--- src/rtl/crs_pkg.sv ---
package crs_pkg;

	// reset source request vector bit positions
	localparam int CRS_SRC_W      = 6;
	localparam int CRS_SRC_PERST  = 0;
	localparam int CRS_SRC_INBAND = 1;
	localparam int CRS_SRC_D3HOT  = 2;
	localparam int CRS_SRC_FLR    = 3;
	localparam int CRS_SRC_SWRST  = 4;
	localparam int CRS_SRC_DEVRST = 5;

	// device control register bit that starts a function level reset
	localparam int CRS_DEVCTL_FLR_BIT = 15;

	// stretch of each internal reset pulse
	localparam int CRS_RST_PULSE_CYC = 16;

	// flash autoload words per load kind
	localparam logic [7:0] CRS_LOAD_FULL_WORDS = 8'h40;
	localparam logic [7:0] CRS_LOAD_FUNC_WORDS = 8'h10;

	// firmware error code meaning no error
	localparam logic [3:0] CRS_FW_ERR_NONE = 4'h0;

	// load kind
	typedef enum logic [1:0] {
		CRS_LOAD_NONE = 2'b00,
		CRS_LOAD_FULL = 2'b01,
		CRS_LOAD_FUNC = 2'b10
	} crs_load_t;

	typedef enum logic [1:0] {
		CRS_ST_IDLE  = 2'b00,
		CRS_ST_RESET = 2'b01,
		CRS_ST_LOAD  = 2'b10,
		CRS_ST_DONE  = 2'b11
	} crs_state_t;

endpackage

--- src/rtl/crs_reset_ctrl.sv ---
`timescale 1ns/1ps
// Operation
// power-good low holds every register and every domain reset.
// pcie unit reset while pin low; other units reset on pin release.
// pin release after d3cold exit also gives an internal reset.
// in-band reset from physical-layer message or link falling to polling/detect.
// d3hot to d0 with keep_config_on_wake resets csrs like port software reset.
// d3hot to d0 without keep_config_on_wake resets all non-sticky function registers.
// l2/l3 ready, d3cold exit, flr or pin-caused wake fully reset function.
// host writes one to device control bit 15 to start flr.
// after flr reload the same flash words as port software reset.
// flr clears queues, interrupts, statistics, config bits, disables tx/rx flows.
// flr drops pending reads; late completions discarded silently after credit update.
// transactions-pending bit cleared when flr completes.
// port software reset resets port logic; pcie config and dma kept.
// software waits 3 ms then checks autoload and function reset done.
// port software reset re-reads only function flash bits.
// bus master enable low resets dma and msi only; target access stays.
// master disable resets queues, dma interrupts, flows, drops pending reads.
// software reinitialises queues after bus master enable returns.
// flash reload request re-reads per-function flash configuration.
// driver checks config load done and firmware error field after reset.
// software runs master-disable handshake before d3, reset or disable.
// transmit data forced to zero during port or device software reset.
// sources merge into synchronised per-domain resets; power-good overrides all.
module crs_reset_ctrl
	import crs_pkg::*;
#(
	parameter int PULSE_CYC = CRS_RST_PULSE_CYC,
	parameter int TXD_W     = 8
)(
	// clock and power-good master reset
	input  wire logic             i_clk,
	input  wire logic             i_rst_n,
	// pcie side, pin is asynchronous
	input  wire logic             i_pcie_fundamental_reset_pin_n,
	input  wire logic             i_inband_reset_msg,
	input  wire logic             i_link_to_detect,
	input  wire logic             i_l23_ready_entry,
	input  wire logic             i_d3cold_exit,
	// power state and configuration writes
	input  wire logic             i_d3hot_to_d0,
	input  wire logic             i_keep_config_on_wake,
	input  wire logic             i_devctl_wr,
	input  wire logic [15:0]      i_devctl_wdata,
	input  wire logic             i_bus_master_enable,
	input  wire logic             i_trans_pending_set,
	// software control bits
	input  wire logic             i_port_software_reset,
	input  wire logic             i_device_software_reset,
	input  wire logic             i_flash_reload_request,
	// flash autoload engine
	input  wire logic             i_flash_word_ack,
	input  wire logic             i_flash_err,
	// transmit data from the mac
	input  wire logic [TXD_W-1:0] i_txd,
	// domain resets, active low
	output logic                  o_pcie_rst_n,
	output logic                  o_port_rst_n,
	output logic                  o_dma_rst_n,
	output logic                  o_cfg_nonsticky_rst_n,
	output logic                  o_func_rst_n,
	// flow and read control
	output logic                  o_flows_disable,
	output logic                  o_drop_pending_reads,
	output logic                  o_discard_unexpected_cpl,
	output logic                  o_msi_disable,
	// flash load request
	output logic                  o_flash_load_req,
	output logic [7:0]            o_flash_load_words,
	output logic                  o_flash_load_func_only,
	// status
	output logic                  o_config_load_done,
	output logic                  o_autoload_done,
	output logic                  o_function_reset_done,
	output logic                  o_transactions_pending,
	output logic [3:0]            o_firmware_error_indication,
	output logic                  o_flr_active,
	// transmit data toward the line
	output logic [TXD_W-1:0]      o_txd
);

	localparam int CNT_W = $clog2(PULSE_CYC + 1);

	initial begin
		if (PULSE_CYC < 1 || TXD_W < 1) begin
			$error("crs_reset_ctrl: bad parameter");
		end
	end

	// pin synchroniser; first flop read only by the second
	logic pin_s1;
	logic pin_s2;
	logic pin_prev;

	always_ff @(posedge i_clk) begin
		if (!i_rst_n) begin
			pin_s1   <= 1'b0;
			pin_s2   <= 1'b0;
			pin_prev <= 1'b0;
		end else begin
			pin_s1   <= i_pcie_fundamental_reset_pin_n;
			pin_s2   <= pin_s1;
			pin_prev <= pin_s2;
		end
	end

	wire pin_asserted = !pin_s2;
	wire pin_rise     = pin_s2 && !pin_prev;

	// remember a d3cold period so its exit via the pin is a full reset
	logic in_d3cold;
	always_ff @(posedge i_clk) begin
		if (!i_rst_n) begin
			in_d3cold <= 1'b0;
		end else if (pin_rise) begin
			in_d3cold <= 1'b0;
		end else if (pin_asserted) begin
			in_d3cold <= 1'b1;
		end
	end

	// source events
	wire ev_perst   = pin_rise;
	wire ev_inband  = i_inband_reset_msg || i_link_to_detect;
	wire ev_flr     = i_devctl_wr && i_devctl_wdata[CRS_DEVCTL_FLR_BIT];
	wire d3hot_keep = i_d3hot_to_d0 && i_keep_config_on_wake && !in_d3cold;
	wire d3hot_full = i_d3hot_to_d0 && (!i_keep_config_on_wake || in_d3cold);
	wire ev_full    = i_l23_ready_entry || i_d3cold_exit || ev_flr || d3hot_full;
	wire ev_swrst   = i_port_software_reset || d3hot_keep;
	wire ev_devrst  = i_device_software_reset;

	wire [CRS_SRC_W-1:0] src_ev = {ev_devrst, ev_swrst, ev_flr,
		d3hot_full, ev_inband, ev_perst};

	// one pulse stretcher per source
	logic [CRS_SRC_W-1:0] src_active;
	genvar g;
	generate
		for (g = 0; g < CRS_SRC_W; g++) begin : g_stretch
			logic [CNT_W-1:0] cnt;
			logic [CNT_W-1:0] next_cnt;
			assign next_cnt = src_ev[g] ? CNT_W'(PULSE_CYC) :
				(cnt != '0) ? cnt - CNT_W'(1) : cnt;
			always_ff @(posedge i_clk) begin
				if (!i_rst_n) begin
					cnt <= '0;
				end else begin
					cnt <= next_cnt;
				end
			end
			assign src_active[g] = (cnt != '0);
		end
	endgenerate

	// full function reset also covers l2/l3 entry and d3cold exit
	logic [CNT_W-1:0] full_cnt;
	always_ff @(posedge i_clk) begin
		if (!i_rst_n) begin
			full_cnt <= '0;
		end else if (ev_full) begin
			full_cnt <= CNT_W'(PULSE_CYC);
		end else if (full_cnt != '0) begin
			full_cnt <= full_cnt - CNT_W'(1);
		end
	end
	wire full_active = (full_cnt != '0);

	wire hard_active = src_active[CRS_SRC_PERST] || src_active[CRS_SRC_INBAND];
	wire bme_off     = !i_bus_master_enable;
	wire soft_active = src_active[CRS_SRC_SWRST] || src_active[CRS_SRC_DEVRST];

	// domain reset requests
	wire req_pcie   = pin_asserted || src_active[CRS_SRC_INBAND];
	wire req_port   = hard_active || soft_active || full_active;
	wire req_dma    = hard_active || src_active[CRS_SRC_DEVRST] || full_active
		|| bme_off;
	wire req_cfgns  = hard_active || full_active;
	wire req_func   = hard_active || full_active || soft_active;

	// per-domain synchronised releases; i_rst_n overrides inside each
	crs_sync_rst u_sync_pcie (
		.i_clk   (i_clk),
		.i_rst_n (i_rst_n),
		.i_req   (req_pcie),
		.o_rst_n (o_pcie_rst_n)
	);
	crs_sync_rst u_sync_port (
		.i_clk   (i_clk),
		.i_rst_n (i_rst_n),
		.i_req   (req_port),
		.o_rst_n (o_port_rst_n)
	);
	crs_sync_rst u_sync_dma (
		.i_clk   (i_clk),
		.i_rst_n (i_rst_n),
		.i_req   (req_dma),
		.o_rst_n (o_dma_rst_n)
	);
	crs_sync_rst u_sync_cfg (
		.i_clk   (i_clk),
		.i_rst_n (i_rst_n),
		.i_req   (req_cfgns),
		.o_rst_n (o_cfg_nonsticky_rst_n)
	);
	crs_sync_rst u_sync_func (
		.i_clk   (i_clk),
		.i_rst_n (i_rst_n),
		.i_req   (req_func),
		.o_rst_n (o_func_rst_n)
	);

	// flr and master disable share the read drop path
	wire flr_busy = src_active[CRS_SRC_FLR];
	assign o_flr_active             = flr_busy;
	assign o_flows_disable          = flr_busy || bme_off || !o_func_rst_n;
	assign o_drop_pending_reads     = flr_busy || bme_off;
	// late completions go unexpected-silent; credits still returned elsewhere
	assign o_discard_unexpected_cpl = flr_busy || bme_off;
	assign o_msi_disable            = bme_off || flr_busy;

	// transmit data zeroed during software resets
	logic [TXD_W-1:0] txd_q;
	always_ff @(posedge i_clk) begin
		if (!i_rst_n) begin
			txd_q <= '0;
		end else begin
			txd_q <= soft_active ? '0 : i_txd;
		end
	end
	assign o_txd = txd_q;

	// transactions pending: set wins over the clear at flr end
	logic flr_prev;
	logic tp;
	wire  flr_done = flr_prev && !flr_busy;
	always_ff @(posedge i_clk) begin
		if (!i_rst_n) begin
			flr_prev <= 1'b0;
			tp       <= 1'b0;
		end else begin
			flr_prev <= flr_busy;
			if (i_trans_pending_set) begin
				tp <= 1'b1;
			end else if (flr_done) begin
				tp <= 1'b0;
			end
		end
	end
	assign o_transactions_pending = tp;

	// flash load sequencing
	crs_state_t state;
	crs_state_t next_state;
	crs_load_t  pend_kind;
	crs_load_t  cur_kind;
	logic [7:0] words_left;
	logic       func_done;
	logic [3:0] fw_err;

	wire any_rst_active = hard_active || full_active || soft_active || flr_busy;
	wire want_full = ev_perst || ev_inband;
	wire want_func = ev_flr || ev_swrst || ev_devrst || i_flash_reload_request
		|| i_d3hot_to_d0;
	wire start_load = (pend_kind != CRS_LOAD_NONE) && !any_rst_active;
	wire last_word  = i_flash_word_ack && (words_left == 8'h01);

	always_comb begin
		next_state = state;
		unique case (state)
			CRS_ST_IDLE:  if (want_full || want_func) next_state = CRS_ST_RESET;
			CRS_ST_RESET: if (start_load) next_state = CRS_ST_LOAD;
			CRS_ST_LOAD:  if (last_word) next_state = CRS_ST_DONE;
			CRS_ST_DONE:  next_state = (pend_kind != CRS_LOAD_NONE || want_full || want_func)
				? CRS_ST_RESET : CRS_ST_IDLE;
		endcase
	end

	always_ff @(posedge i_clk) begin
		if (!i_rst_n) begin
			state <= CRS_ST_RESET;
		end else begin
			state <= next_state;
		end
	end

	// power-up needs a full load; a full request beats a function one
	always_ff @(posedge i_clk) begin
		if (!i_rst_n) begin
			pend_kind <= CRS_LOAD_FULL;
		end else if (want_full) begin
			pend_kind <= CRS_LOAD_FULL;
		end else if (want_func && pend_kind == CRS_LOAD_NONE) begin
			pend_kind <= CRS_LOAD_FUNC;
		end else if (state == CRS_ST_RESET && start_load) begin
			pend_kind <= CRS_LOAD_NONE;
		end
	end

	always_ff @(posedge i_clk) begin
		if (!i_rst_n) begin
			cur_kind   <= CRS_LOAD_NONE;
			words_left <= '0;
		end else if (state == CRS_ST_RESET && start_load) begin
			cur_kind   <= pend_kind;
			words_left <= (pend_kind == CRS_LOAD_FULL) ? CRS_LOAD_FULL_WORDS
				: CRS_LOAD_FUNC_WORDS;
		end else if (state == CRS_ST_LOAD && i_flash_word_ack) begin
			words_left <= words_left - 8'h01;
		end
	end

	assign o_flash_load_req       = (state == CRS_ST_LOAD);
	assign o_flash_load_words     = words_left;
	assign o_flash_load_func_only = (cur_kind == CRS_LOAD_FUNC);

	// done flags rise only once no load is queued, so polling never sees a stale one
	logic load_done;
	wire  load_finished = (state == CRS_ST_DONE) && (next_state == CRS_ST_IDLE);
	always_ff @(posedge i_clk) begin
		if (!i_rst_n) begin
			load_done <= 1'b0;
			func_done <= 1'b0;
			fw_err    <= CRS_FW_ERR_NONE;
		end else if (load_finished) begin
			load_done <= 1'b1;
			func_done <= 1'b1;
		end else if (want_full || want_func) begin
			load_done <= 1'b0;
			func_done <= 1'b0;
			fw_err    <= CRS_FW_ERR_NONE;
		end else if (state == CRS_ST_LOAD && i_flash_err) begin
			fw_err    <= fw_err + 4'h1;
		end
	end

	assign o_config_load_done          = load_done;
	assign o_autoload_done             = load_done;
	assign o_function_reset_done       = func_done;
	assign o_firmware_error_indication = fw_err;

endmodule

--- src/rtl/crs_sync_rst.sv ---
`timescale 1ns/1ps
// two-stage reset synchroniser; reset assertion taken on the next edge, release after two edges
module crs_sync_rst
	import crs_pkg::*;
(
	// clock and master reset
	input  wire logic i_clk,
	input  wire logic i_rst_n,
	// combined reset request, active high
	input  wire logic i_req,
	// synchronised domain reset
	output logic      o_rst_n
);

	logic stage1;
	logic stage2;

	always_ff @(posedge i_clk) begin
		if (!i_rst_n || i_req) begin
			stage1 <= 1'b0;
			stage2 <= 1'b0;
		end else begin
			stage1 <= 1'b1;
			stage2 <= stage1;
		end
	end

	assign o_rst_n = stage2;

endmodule

--- config.mk ---
export PLATFORM = sky130hd
export DESIGN_NAME = crs_reset_ctrl
export DESIGN_NICKNAME = d
export VERILOG_FILES = /design/src/rtl/crs_pkg.sv /design/src/rtl/crs_reset_ctrl.sv /design/src/rtl/crs_sync_rst.sv
export SDC_FILE = /design/constraint.sdc
export NUM_CORES = 1
export LEC_CHECK = 0
export ABC_AREA = 1
export BUFFER_PORTS_ARGS = -buffer_cell sky130_fd_sc_hd__buf_2
export CAP_MARGIN = 20
export CELL_PAD_IN_SITES_DETAIL_PLACEMENT = 0
export CELL_PAD_IN_SITES_GLOBAL_PLACEMENT = 2
export CORE_UTILIZATION = 29
export CTS_BUF_LIST = sky130_fd_sc_hd__clkbuf_8
export CTS_CLUSTER_DIAMETER = 30
export DETAILED_ROUTE_END_ITERATION = 7
export PLACE_DENSITY = 0.88
export REMOVE_ABC_BUFFERS = 1
export SLEW_MARGIN = 5
export SYNTH_ARGS = -nofsm -noshare
export SYNTH_HDL_FRONTEND = slang
export SYNTH_HIERARCHICAL = 1
export SYNTH_SLANG_ARGS = --single-unit
--- constraint.sdc ---
create_clock -name i_clk -period 1.6 [get_ports i_clk]
set_input_delay 0.08 -clock i_clk [delete_from_list [all_inputs] [get_ports i_clk]]
set_output_delay 0.08 -clock i_clk [all_outputs]
set_load 0.02 [all_outputs]
==> summary.md, run 1 <==
| Metric | Value |
|---|---|
| Status | `finished with violations` |
| Failing checks | `design-rule violations` |
| Cells along the critical path | `inv_2 > ha_4 > nand2_4 > nor2_4 > nand3_4 > nor2_8 > buf_4 > inv_1 > inv_1 > nand2_2 > nor2_2` |
| Max IR drop VDD | `0.8204 mV` |
| Slew HR | `76.39%` |
| Total GRT Usage | `12.31%` |
| Die width | `111.6 um` |
| Max Slew Vio Count | `0` |
| Largest area contributor in the netlist | `dfxtp_1` |
| # H-tree levels | `3` |
| First-pass GRT wire length | `11.90 mm` |
| Die ar. | `0.01246 mm2` |
| Met1 GRT Util | `14.47%` |
| Most frequent cell after synthesis | `inv_1` |
| # DRC | `10` |
| Detailed placement HPWL | `5.366 mm` |
| Buffers on Ports | `61` |
| WL final | `7.475 mm` |
| Vias | `2979` |
| Leak pwr | `2.312 nW` |
| Num CTS Buffers | `9` |
| Grt met3 use | `4.682%` |
| Crit path time final | `1.505 ns` |
| Ranking of synthesized cells by area | `dfxtp_1 42%, inv_1 8.0%, nand2_1 6.9%` |
| Synth cell count leaders | `74 x inv_1, 73 x dfxtp_1, 64 x nand2_1` |
| Hold Crit Class | `input pin to flip-flop` |
| Layout cell share with drive strength beyond 1 | `35.93%` |
| Final Instance Area | `0.004583 mm2` |
| Antenna cells | `0` |
| CTS max path bufs | `2` |
| Largest net degree at the start of global routing | `25` |
| Final GP Congestion | `0.7593` |
| CP top delay family | `simple AND/OR/NAND/NOR gates` |
| Post-synth EDFFs | `0` |
| Post-DR wirelength/cell | `10.77 um` |
| Total global routing overflow | `0` |
| Core box area | `0.01156 mm2` |
| Initial drt markers | `93` |
| Cell count after synthesis | `444` |
| Pre-antenna DRT Iters | `6` |
| Final ANT Viol Nets | `0` |
| Avg Cell Area, Syn | `7.851 um2` |
| Ys async rst share | `0%` |
| WP data arrival | `1.79 ns` |
| Buf/Inv on CP | `4` |
| Placed Area | `0.004011 mm2` |
| PwrDens | `1234 mW/mm2` |
| Clock skew | `0.009742 ns` |
| Syn Std Cell Area | `0.003486 mm2` |
| Peak Freq | `664.6 MHz` |
| Area fraction of the dominant cell type after synthesis | `41.92%` |
| CP Capture Type | `flip-flop` |
| Netlist cell types | `37` |
| Yosys reg bits | `73` |
| Die Y | `111.6 um` |
| Period Utilization, post-route | `94.04%` |
| Most used DFF post-synth | `dfxtp_1` |
| Setup CP Type | `flip-flop to flip-flop` |
| Initial antenna violation count | `0` |
| Layout area overhead | `31.48%` |
| Rows | `39` |
| Placed insts | `652` |
| DR vias/cell | `4.293` |
| Largest fanout on the critical path | `5` |
| Worst-margin pin slew | `0.3528 ns` |
| Nets | `603` |
| Grt met2 use | `20.54%` |
| GR peak layer | `met2` |
| # clock sinks | `73` |
| Worst-path clk slew | `0.07 ns` |
| Final hold violations | `0` |
| CTS Root Cell | `clkbuf_8` |
| CTS tree | `yes` |
| Clk_lat worst skew | `0.35 ns` |
| Final core utilization | `39.63%` |
| Starting density of the core | `30.14%` |
| CP startpoint kind | `flip-flop` |
| Setup-failing EPs final | `0` |
| CP most frequent cell | `inv_1` |
| Max incr delay on CP | `0.33 ns` |
| Finished Layout Cells | `694` |
| I/O Pins | `77` |
| Max_cap viols | `0` |
| Slowest stage cell on the critical path | `dfxtp_2` |
| Required @ worst endpoint | `1.89 ns` |
| Vias in the first global route | `2631` |
| Yosys warning count | `6` |
| Sequential share of the synthesized area | `41.92%` |
==> layout by cell type, fill, tap and decap left out, types with 6 or more instances in the layout <==
master and instances:
dfxtp_2 9, nand2_2 14, nor2_1 48, ha_4 6, nand2_1 59, clkbuf_8 11
dfxtp_1 64, inv_1 63, inv_2 30, xor2_1 11, nor2_4 8, o21ai_0 13
ha_1 9, nand3_1 12, buf_4 27, a21oi_1 24, buf_2 61, nor2_2 8
nor3_1 14, dlygate4sd3_1 11
==> power by group <==
group / leakage (nW) / internal, mW / switching (mW) / total [mW]
logic: 1.61 / 0.867 / 1.17 / 2.04
clock network: 0.104 / 0.786 / 0.658 / 1.44
registers: 0.599 / 2.03 / 0.143 / 2.18
total: 2.31 / 3.69 / 1.97 / 5.66
==> through the flow <==
| step | TNS, ns | hold WS, ns | setup slack, ns | power, mW |
|---|---|---|---|---|
| 2_1_floorplan | 0 | 0.1487 | 0.1260 | 3.436 |
| 3_3_place_gp | 0 | 0.2764 | 0.05456 | 3.842 |
| 3_5_place_dp | 0 | 0.2800 | 0.02909 | 3.870 |
| 4_1_cts | 0 | 0.04534 | 0.009685 | 5.475 |
| 5_1_grt | -0.02631 | 0.08265 | -0.01040 | 6.057 |
| 6_report | 0 | 0.06850 | 0.09531 | 5.657 |
==> registers in the layout, summed over array words and instances, names as in the netlist, 2 cells and up <==
name	count
o_flash_load_words	8
full_cnt	5
cur_kind	2
o_txd	8
g_stretch.cnt	25
state	2
pend_kind	2
o_firmware_error_indication	4
==> final cells by class <==
cell class                      instances  area, um2
Clock buffer                           11      151.4
Clock inverter                          4      45.04
Inverter                               93      354.1
Tap cell                              143      178.9
Multi-Input combinational cell        271       1763
Sequential cell                        73       1473
Fill cell                            1203       6982
Timing Repair Buffer                   99      618.1
==> worst reg2reg max path: cells and delay by family (launching register included) <==
kind / cells / cell delay (ns)
AND/OR/NAND/NOR: 6 / 0.67
flip-flops: 1 / 0.33
adder cells (fa/ha/maj): 1 / 0.15
buffers and inverters: 4 / 0.30
==> metal layers <==
layer  share of wire (%)  wire [um]  vias to the layer above
met5                   0          0                        -
met2                  49       3644                       50
met4                 1.1         79                        0
met3                 3.9        292                        6
met1                  46       3458                     1348
li1                    -          -                     1575
==> worst paths after layout <==
kind                        from                   to  slack [ns]  depth (start not counted)
min reg2reg               pin_s1               pin_s2        0.42                          2
min                i_d3hot_to_d0          full_cnt[4]        0.07                          3
max reg2reg  g_stretch[0].cnt[1]  u_sync_func/o_rst_n         0.1                         11
max          g_stretch[0].cnt[1]  u_sync_func/o_rst_n         0.1                         11
==> repair_timing <==
| action | CTS | global route |
|---|---|---|
| endpoints found under the setup margin | 4 | 21 |
| cloned | 0 | 0 |
| endpoints found under the hold margin | 11 | 0 |
| gates resized for setup | 3 | 45 |
| hold buffers | 11 | 0 |
| pin swaps | 0 | 24 |
| setup buffers | 1 | 15 |
==> cells by family (layout without fill, tap and decap cells) <==
| kind of cell | after synthesis | in the layout | synth area share, % |
|---|---|---|---|
| buffers and inverters | 100 | 207 | 11.20 |
| xor gates and xnor gates | 16 | 16 | 4.020 |
| and+or+nand+nor | 193 | 193 | 30.15 |
| AOI/OAI and AO/OA | 47 | 47 | 7.323 |
| adders and majority gates | 15 | 15 | 5.384 |
| DFF | 73 | 73 | 41.92 |
(Power assumes the default switching activity.)
==> run 2, diff against run 1 <==
--- a/config.mk
+++ b/config.mk
@@ -6,14 +6,14 @@
 export NUM_CORES = 1
 export LEC_CHECK = 0
 export ABC_AREA = 1
-export BUFFER_PORTS_ARGS = -buffer_cell sky130_fd_sc_hd__buf_2
 export CAP_MARGIN = 20
 export CELL_PAD_IN_SITES_DETAIL_PLACEMENT = 0
 export CELL_PAD_IN_SITES_GLOBAL_PLACEMENT = 2
-export CORE_UTILIZATION = 29
+export CORE_UTILIZATION = 34
 export CTS_BUF_LIST = sky130_fd_sc_hd__clkbuf_8
 export CTS_CLUSTER_DIAMETER = 30
 export DETAILED_ROUTE_END_ITERATION = 7
+export DONT_BUFFER_PORTS = 1
 export PLACE_DENSITY = 0.88
 export REMOVE_ABC_BUFFERS = 1
 export SLEW_MARGIN = 5
==> run 2 against run 1 <==
The run now ends clean. Register-to-register slack about the same. Flip-flop and latch count unchanged. Non-clock buffer count decreased by 57. Highest routed layer unchanged. Clock skew decreased by 0.0016 ns. Critical endpoint is now o_discard_unexpected_cpl. Sequential power about the same. Cell count decreased by 9.7%.
==> summary.md, run 2 (same netlist as run 1, synthesis figures left out) <==
| Metric | Value |
|---|---|
| Power share of the sequential group | `38.2%` |
| Core box area | `0.009864 mm2` |
| Placed insts | `588` |
| Sw power | `1.949 mW` |
| Required @ worst endpoint | `1.52 ns` |
| Layout area overhead | `23.51%` |
| Nets | `546` |
| DP Worst Slack | `0.03306 ns` |
| Total global routing overflow | `0` |
| # clock sinks | `73` |
| Sw Ratio | `34.08%` |
| Crit path time final | `1.516 ns` |
| Max reg flops | `25` |
| CTS max path bufs | `2` |
| CTS tree | `yes` |
| # DRC | `0` |
| Hold Crit Class | `input pin to flip-flop` |
| Final Instance Area | `0.004305 mm2` |
| Die width | `103.3 um` |
| Initial antenna violation count | `0` |
| Num CTS Buffers | `9` |
| Rows | `36` |
| Final hold violations | `0` |
| Clock skew | `0.008170 ns` |
| CP Capture Type | `output pin` |
| First-pass GRT wire length | `11.64 mm` |
| Largest fanout on the critical path | `7` |
| Antenna cells | `0` |
| Register area | `0.001468 mm2` |
| Placed Area | `0.003746 mm2` |
| WL final | `7.136 mm` |
| Initial drt markers | `61` |
| Die ar. | `0.01066 mm2` |
| Final GP Congestion | `0.7563` |
| Total GRT Usage | `14.37%` |
| Buffers on Ports | `0` |
| CP startpoint kind | `flip-flop` |
| Sum Neg Setup Slack | `0 ns` |
| Clock share of power | `27.5%` |
| I/O Pins | `77` |
| Clk_lat worst skew | `0.35 ns` |
| Vias | `2776` |
| Detailed placement HPWL | `5.130 mm` |
| Hold_ws | `0.01821 ns` |
| Fill count | `1008` |
| Setup-failing EPs final | `0` |
| Max Slew Vio Count | `0` |
| PwrDens | `1329 mW/mm2` |
| Multi-input logic area | `0.001730 mm2` |
| Pre-antenna DRT Iters | `4` |
| Die Y | `103.3 um` |
| Most frequent cells in the layout | `68 x inv_1, 68 x dfxtp_1, 60 x nand2_1` |
| Vias in the first global route | `2573` |
| Slew HR | `72.00%` |
| Peak Freq | `659.8 MHz` |
| Worst-path clk slew | `0.08 ns` |
| WP data arrival | `1.44 ns` |
| Internal power | `3.770 mW` |
| Worst-margin pin slew | `0.4184 ns` |
| # H-tree levels | `3` |
| Post-DR wirelength/cell | `11.38 um` |
| Setup CP Type | `flip-flop to output pin` |
| Period Utilization, post-route | `94.73%` |
| Final core utilization | `43.65%` |
| Max_cap viols | `0` |
| Most flop-heavy register | `g_stretch.cnt` |
| Largest net degree at the start of global routing | `25` |
| DR vias/cell | `4.427` |
| Combinational Power Share | `34.3%` |
| Worst setup margin | `0.08428 ns` |
| Final ANT Viol Nets | `0` |
| Layout cell share with drive strength beyond 1 | `24.90%` |
| Finished Layout Cells | `627` |
| Starting density of the core | `35.34%` |
| Power Total | `5.720 mW` |
| Leak pwr | `2.067 nW` |
| CTS Root Cell | `clkbuf_8` |
| Max IR drop VDD | `0.4670 mV` |
| Status | `complete, no violations` |
==> run 2: changes by cell type in the layout (fill, tap and decap cells not counted), sizes merged <==
cell         delta
clkbuf          -1
bufinv          +1
clkinv          +2
inv             -1
clkinvlp        -1
dlygate4sd3     +5
buf            -62
==> run 2: timing repair <==
action | CTS | global route
endpoints found under the hold margin | 57 | 0
resized for setup | 4 | 33
pin swaps | 1 | 11
setup endpoints to repair | 4 | 21
hold buffers | 17 | 0
buffers inserted | 1 | 6
==> run 2: per-layer routing <==
| metal | GRT usage [%] | wire length (um) | vias up |
|---|---|---|---|
| met2 | 24.15 | 3523 | 32 |
| met4 | 6.501 | 144 | 0 |
| li1 | - | - | 1457 |
| met5 | 0 | 0 | - |
| met1 | 17.12 | 3231 | 1276 |
| met3 | 3.965 | 236 | 11 |
==> run 2: worst max-delay path: stages (launching register included) <==
cell and delay, ns:
dfxtp_1 0.33, inv_1 0.07, ha_2 0.19, nand3_4 0.15
clkinv_4 0.10, nand2_1 0.08, buf_6 0.17
==> run 2: cell type report <==
class | instances | area share (%)
Multi-Input combinational cell | 271 | 40.19
Tap cell | 133 | 3.865
Clock inverter | 5 | 1.686
Clock buffer | 10 | 3.197
Inverter | 93 | 8.341
Sequential cell | 73 | 34.09
Timing Repair Buffer | 42 | 8.631
==> run 2: power groups by stage <==
stage	clock (mW)	sequential [mW]	combinational (mW)
after floorplan	0	2.20	1.24
after global placement	0	2.21	1.60
after detailed placement	0	2.22	1.62
after CTS	1.64	2.18	1.77
after global routing	1.71	2.21	2.19
final	1.58	2.18	1.96
==> run 2: path summary, 6_finish.rpt <==
kind | start | end | slack, ns | cells after the start
setup / recovery | g_stretch[3].cnt[1] | o_discard_unexpected_cpl | 0.08 | 6
hold / removal | i_flash_err | o_firmware_error_indication[1] | 0.02 | 3
setup reg to reg | g_stretch[4].cnt[1] | o_flash_load_words[3] | 0.09 | 13
hold reg to reg | pin_s1 | pin_s2 | 0.42 | 2
==> run 3, diff against run 2 <==
--- a/config.mk
+++ b/config.mk
@@ -9,6 +9,7 @@
 export CAP_MARGIN = 20
 export CELL_PAD_IN_SITES_DETAIL_PLACEMENT = 0
 export CELL_PAD_IN_SITES_GLOBAL_PLACEMENT = 2
+export CORE_ASPECT_RATIO = 1.2
 export CORE_UTILIZATION = 34
 export CTS_BUF_LIST = sky130_fd_sc_hd__clkbuf_8
 export CTS_CLUSTER_DIAMETER = 30
==> run 3 against run 2 <==
The flow now finishes with violations (negative hold slack). Combinational power down 5%. Maximum frequency about the same. Sequential share of layout area down 0.20 points. Clock power down 4%. Largest power group unchanged.
==> summary.md, run 3 (same netlist as run 1, synthesis figures left out) <==
| Metric | Value |
|---|---|
| Status | `finished with violations` |
| Failing checks | `negative hold slack` |
| WL final | `7.291 mm` |
| Starting density of the core | `34.82%` |
| DR vias/cell | `4.490` |
| Num CTS Buffers | `9` |
| Crit path time final | `1.516 ns` |
| Hold Path Cell Cnt | `1` |
| I/O Pins | `77` |
| R2r setup slk | `0.08 ns` |
| Final hold violations | `32` |
| Largest net degree at the start of global routing | `26` |
| Hold Crit Class | `input pin to flip-flop` |
| Setup-failing EPs final | `0` |
| Die width | `94.43 um` |
| Worst-path clk slew | `0.08 ns` |
| Final core utilization | `43.26%` |
| Met2 routed WL | `3.641 mm` |
| Initial drt markers | `71` |
| DR top layer | `met4` |
| # H-tree levels | `3` |
| Slowest stage cell on the critical path | `dfxtp_2` |
| Total global routing overflow | `0` |
| Leak pwr | `2.080 nW` |
| Pre-antenna DRT Iters | `6` |
| Total GRT Usage | `15.01%` |
| CTS Root Cell | `clkbuf_8` |
| Setup CP Type | `flip-flop to flip-flop` |
| Max IR drop VDD | `0.6289 mV` |
| FF-to-FF End | `o_flash_load_words[5]` |
| Layout cell share with drive strength beyond 1 | `27.29%` |
| Core box area | `0.01001 mm2` |
| Most common cell after layout, fill and taps aside | `dfxtp_1` |
| # DRC | `0` |
| Peak Freq | `659.6 MHz` |
| WP data arrival | `1.77 ns` |
| Hold_ws | `-0.1956 ns` |
| Sum Neg Setup Slack | `0 ns` |
| DP Worst Slack | `0.006810 ns` |
| Detailed placement HPWL | `5.238 mm` |
| CP startpoint kind | `flip-flop` |
| FF-to-FF path depth | `11` |
| Antenna cells | `0` |
| Finished Layout Cells | `628` |
| Buffers on Ports | `0` |
| Nets | `553` |
| Setup crit start | `g_stretch[1].cnt[1]` |
| Die Y | `112.9 um` |
| Clock skew | `0.01334 ns` |
| Max incr delay on CP | `0.34 ns` |
| Vias in the first global route | `2691` |
| Clk_lat worst skew | `0.35 ns` |
| Post-DR wirelength/cell | `11.61 um` |
| CTS max path bufs | `2` |
| Cells along the critical path | `inv_2 > ha_4 > nand2_4 > nor2_4 > nand3_4 > nor2_8 > nand3_4 > nand2_4 > inv_6 > nand3_2 > inv_2` |
| Final ANT Viol Nets | `0` |
| Met1 WL | `3.157 mm` |
| Layout area overhead | `24.23%` |
| Worst setup margin | `0.08382 ns` |
| Max reg flops | `25` |
| Worst-margin pin slew | `0.4207 ns` |
| Worst Hold Endpoint | `state[0]` |
| PwrDens | `1287 mW/mm2` |
| Required @ worst endpoint | `1.85 ns` |
| # hold bufs at CTS | `19` |
| CP top delay family | `simple AND/OR/NAND/NOR gates` |
| Beginning of the worst hold path | `i_rst_n` |
| CTS tree | `yes` |
| Max_cap viols | `0` |
| Buf/Inv on CP | `3` |
| R2R Path Start | `g_stretch[1].cnt[1]` |
| # clock sinks | `73` |
| Vias | `2820` |
| Period Utilization, post-route | `94.76%` |
| DR WL met3 | `291 um` |
| Final GP Congestion | `0.7549` |
| Max Slew Vio Count | `0` |
| First-pass GRT wire length | `12.05 mm` |
| CP Capture Type | `flip-flop` |
| Rows | `40` |
| Die ar. | `0.01066 mm2` |
| Unrepaired setup endpoints after global routing | `true` |
| Largest fanout on the critical path | `5` |
| Placed insts | `586` |
| Most flop-heavy register | `g_stretch.cnt` |
| Most frequent cells in the layout | `68 x dfxtp_1, 65 x inv_1, 58 x nand2_1` |
| Initial antenna violation count | `0` |
| Slew HR | `71.85%` |
==> run 3: changes by cell type in the layout (fill, tap and decap cells not counted), sizes merged <==
cell | previous run | this run
buf | 26 | 31
clkbuf | 10 | 12
dlygate4sd3 | 16 | 18
bufinv | 2 | 1
clkinv | 2 | 1
inv | 94 | 95
==> run 3: metal layers <==
| metal | GRT usage [%] | vias to the layer above |
|---|---|---|
| li1 | - | 1467 |
| met1 | 16.44 | 1295 |
| met4 | 8.513 | 0 |
| met2 | 25.70 | 44 |
| met5 | 0 | - |
| met3 | 4.167 | 14 |
==> run 3: cell type report <==
class                           instances  area [um2]
Inverter                               93       356.6
Multi-Input combinational cell        271        1728
Tap cell                              126       157.7
Fill cell                            1033        5679
Timing Repair Buffer                   49       412.9
Sequential cell                        73        1468
Clock buffer                           12       165.2
Clock inverter                          4       42.54
==> run 3: what timing repair did <==
item / 4_1_cts / 5_1_grt
endpoints found under the hold margin: 58 / 31
setup endpoints to repair: 4 / 24
pin swaps: 0 / 11
setup buffers: 1 / 7
resized for setup: 3 / 37
==> run 3: through the flow <==
step	cell area, um2	hold WS [ns]	total power [mW]
finish	4330	-0.1956	5.573
detailed placement	3775	0.1616	3.834
floorplan	3445	0.1487	3.436
global route	4330	-0.2088	5.962
CTS	4190	-0.2228	5.496
global placement	3775	0.1573	3.802
==> run 3: worst max path at each step <==
stage,to,slack [ns],cells after the start
after floorplan,o_flash_load_words[1],0.13,13
after global placement,o_flash_load_words[1],0.04,11
after detailed placement,o_flash_load_words[1],0.007,11
after CTS,o_flash_load_words[1],0.001,11
after global routing,o_flash_load_words[2],-0.02,11
final,o_flash_load_words[5],0.08,11
==> run 3: power breakdown <==
part / internal, mW / leakage, nW / switching [mW]
combinational: 0.778 / 1.37 / 1.09
clock: 0.835 / 0.115 / 0.678
sequential: 2.03 / 0.597 / 0.162
total: 3.64 / 2.08 / 1.93
==> run 3: worst register-to-register path: cells and delay by family (launching register included) <==
family / cells / cell delay (ns)
and+or+nand+nor: 7 / 0.79
DFF: 1 / 0.34
buffers and inverters: 3 / 0.15
adders and majority gates: 1 / 0.15
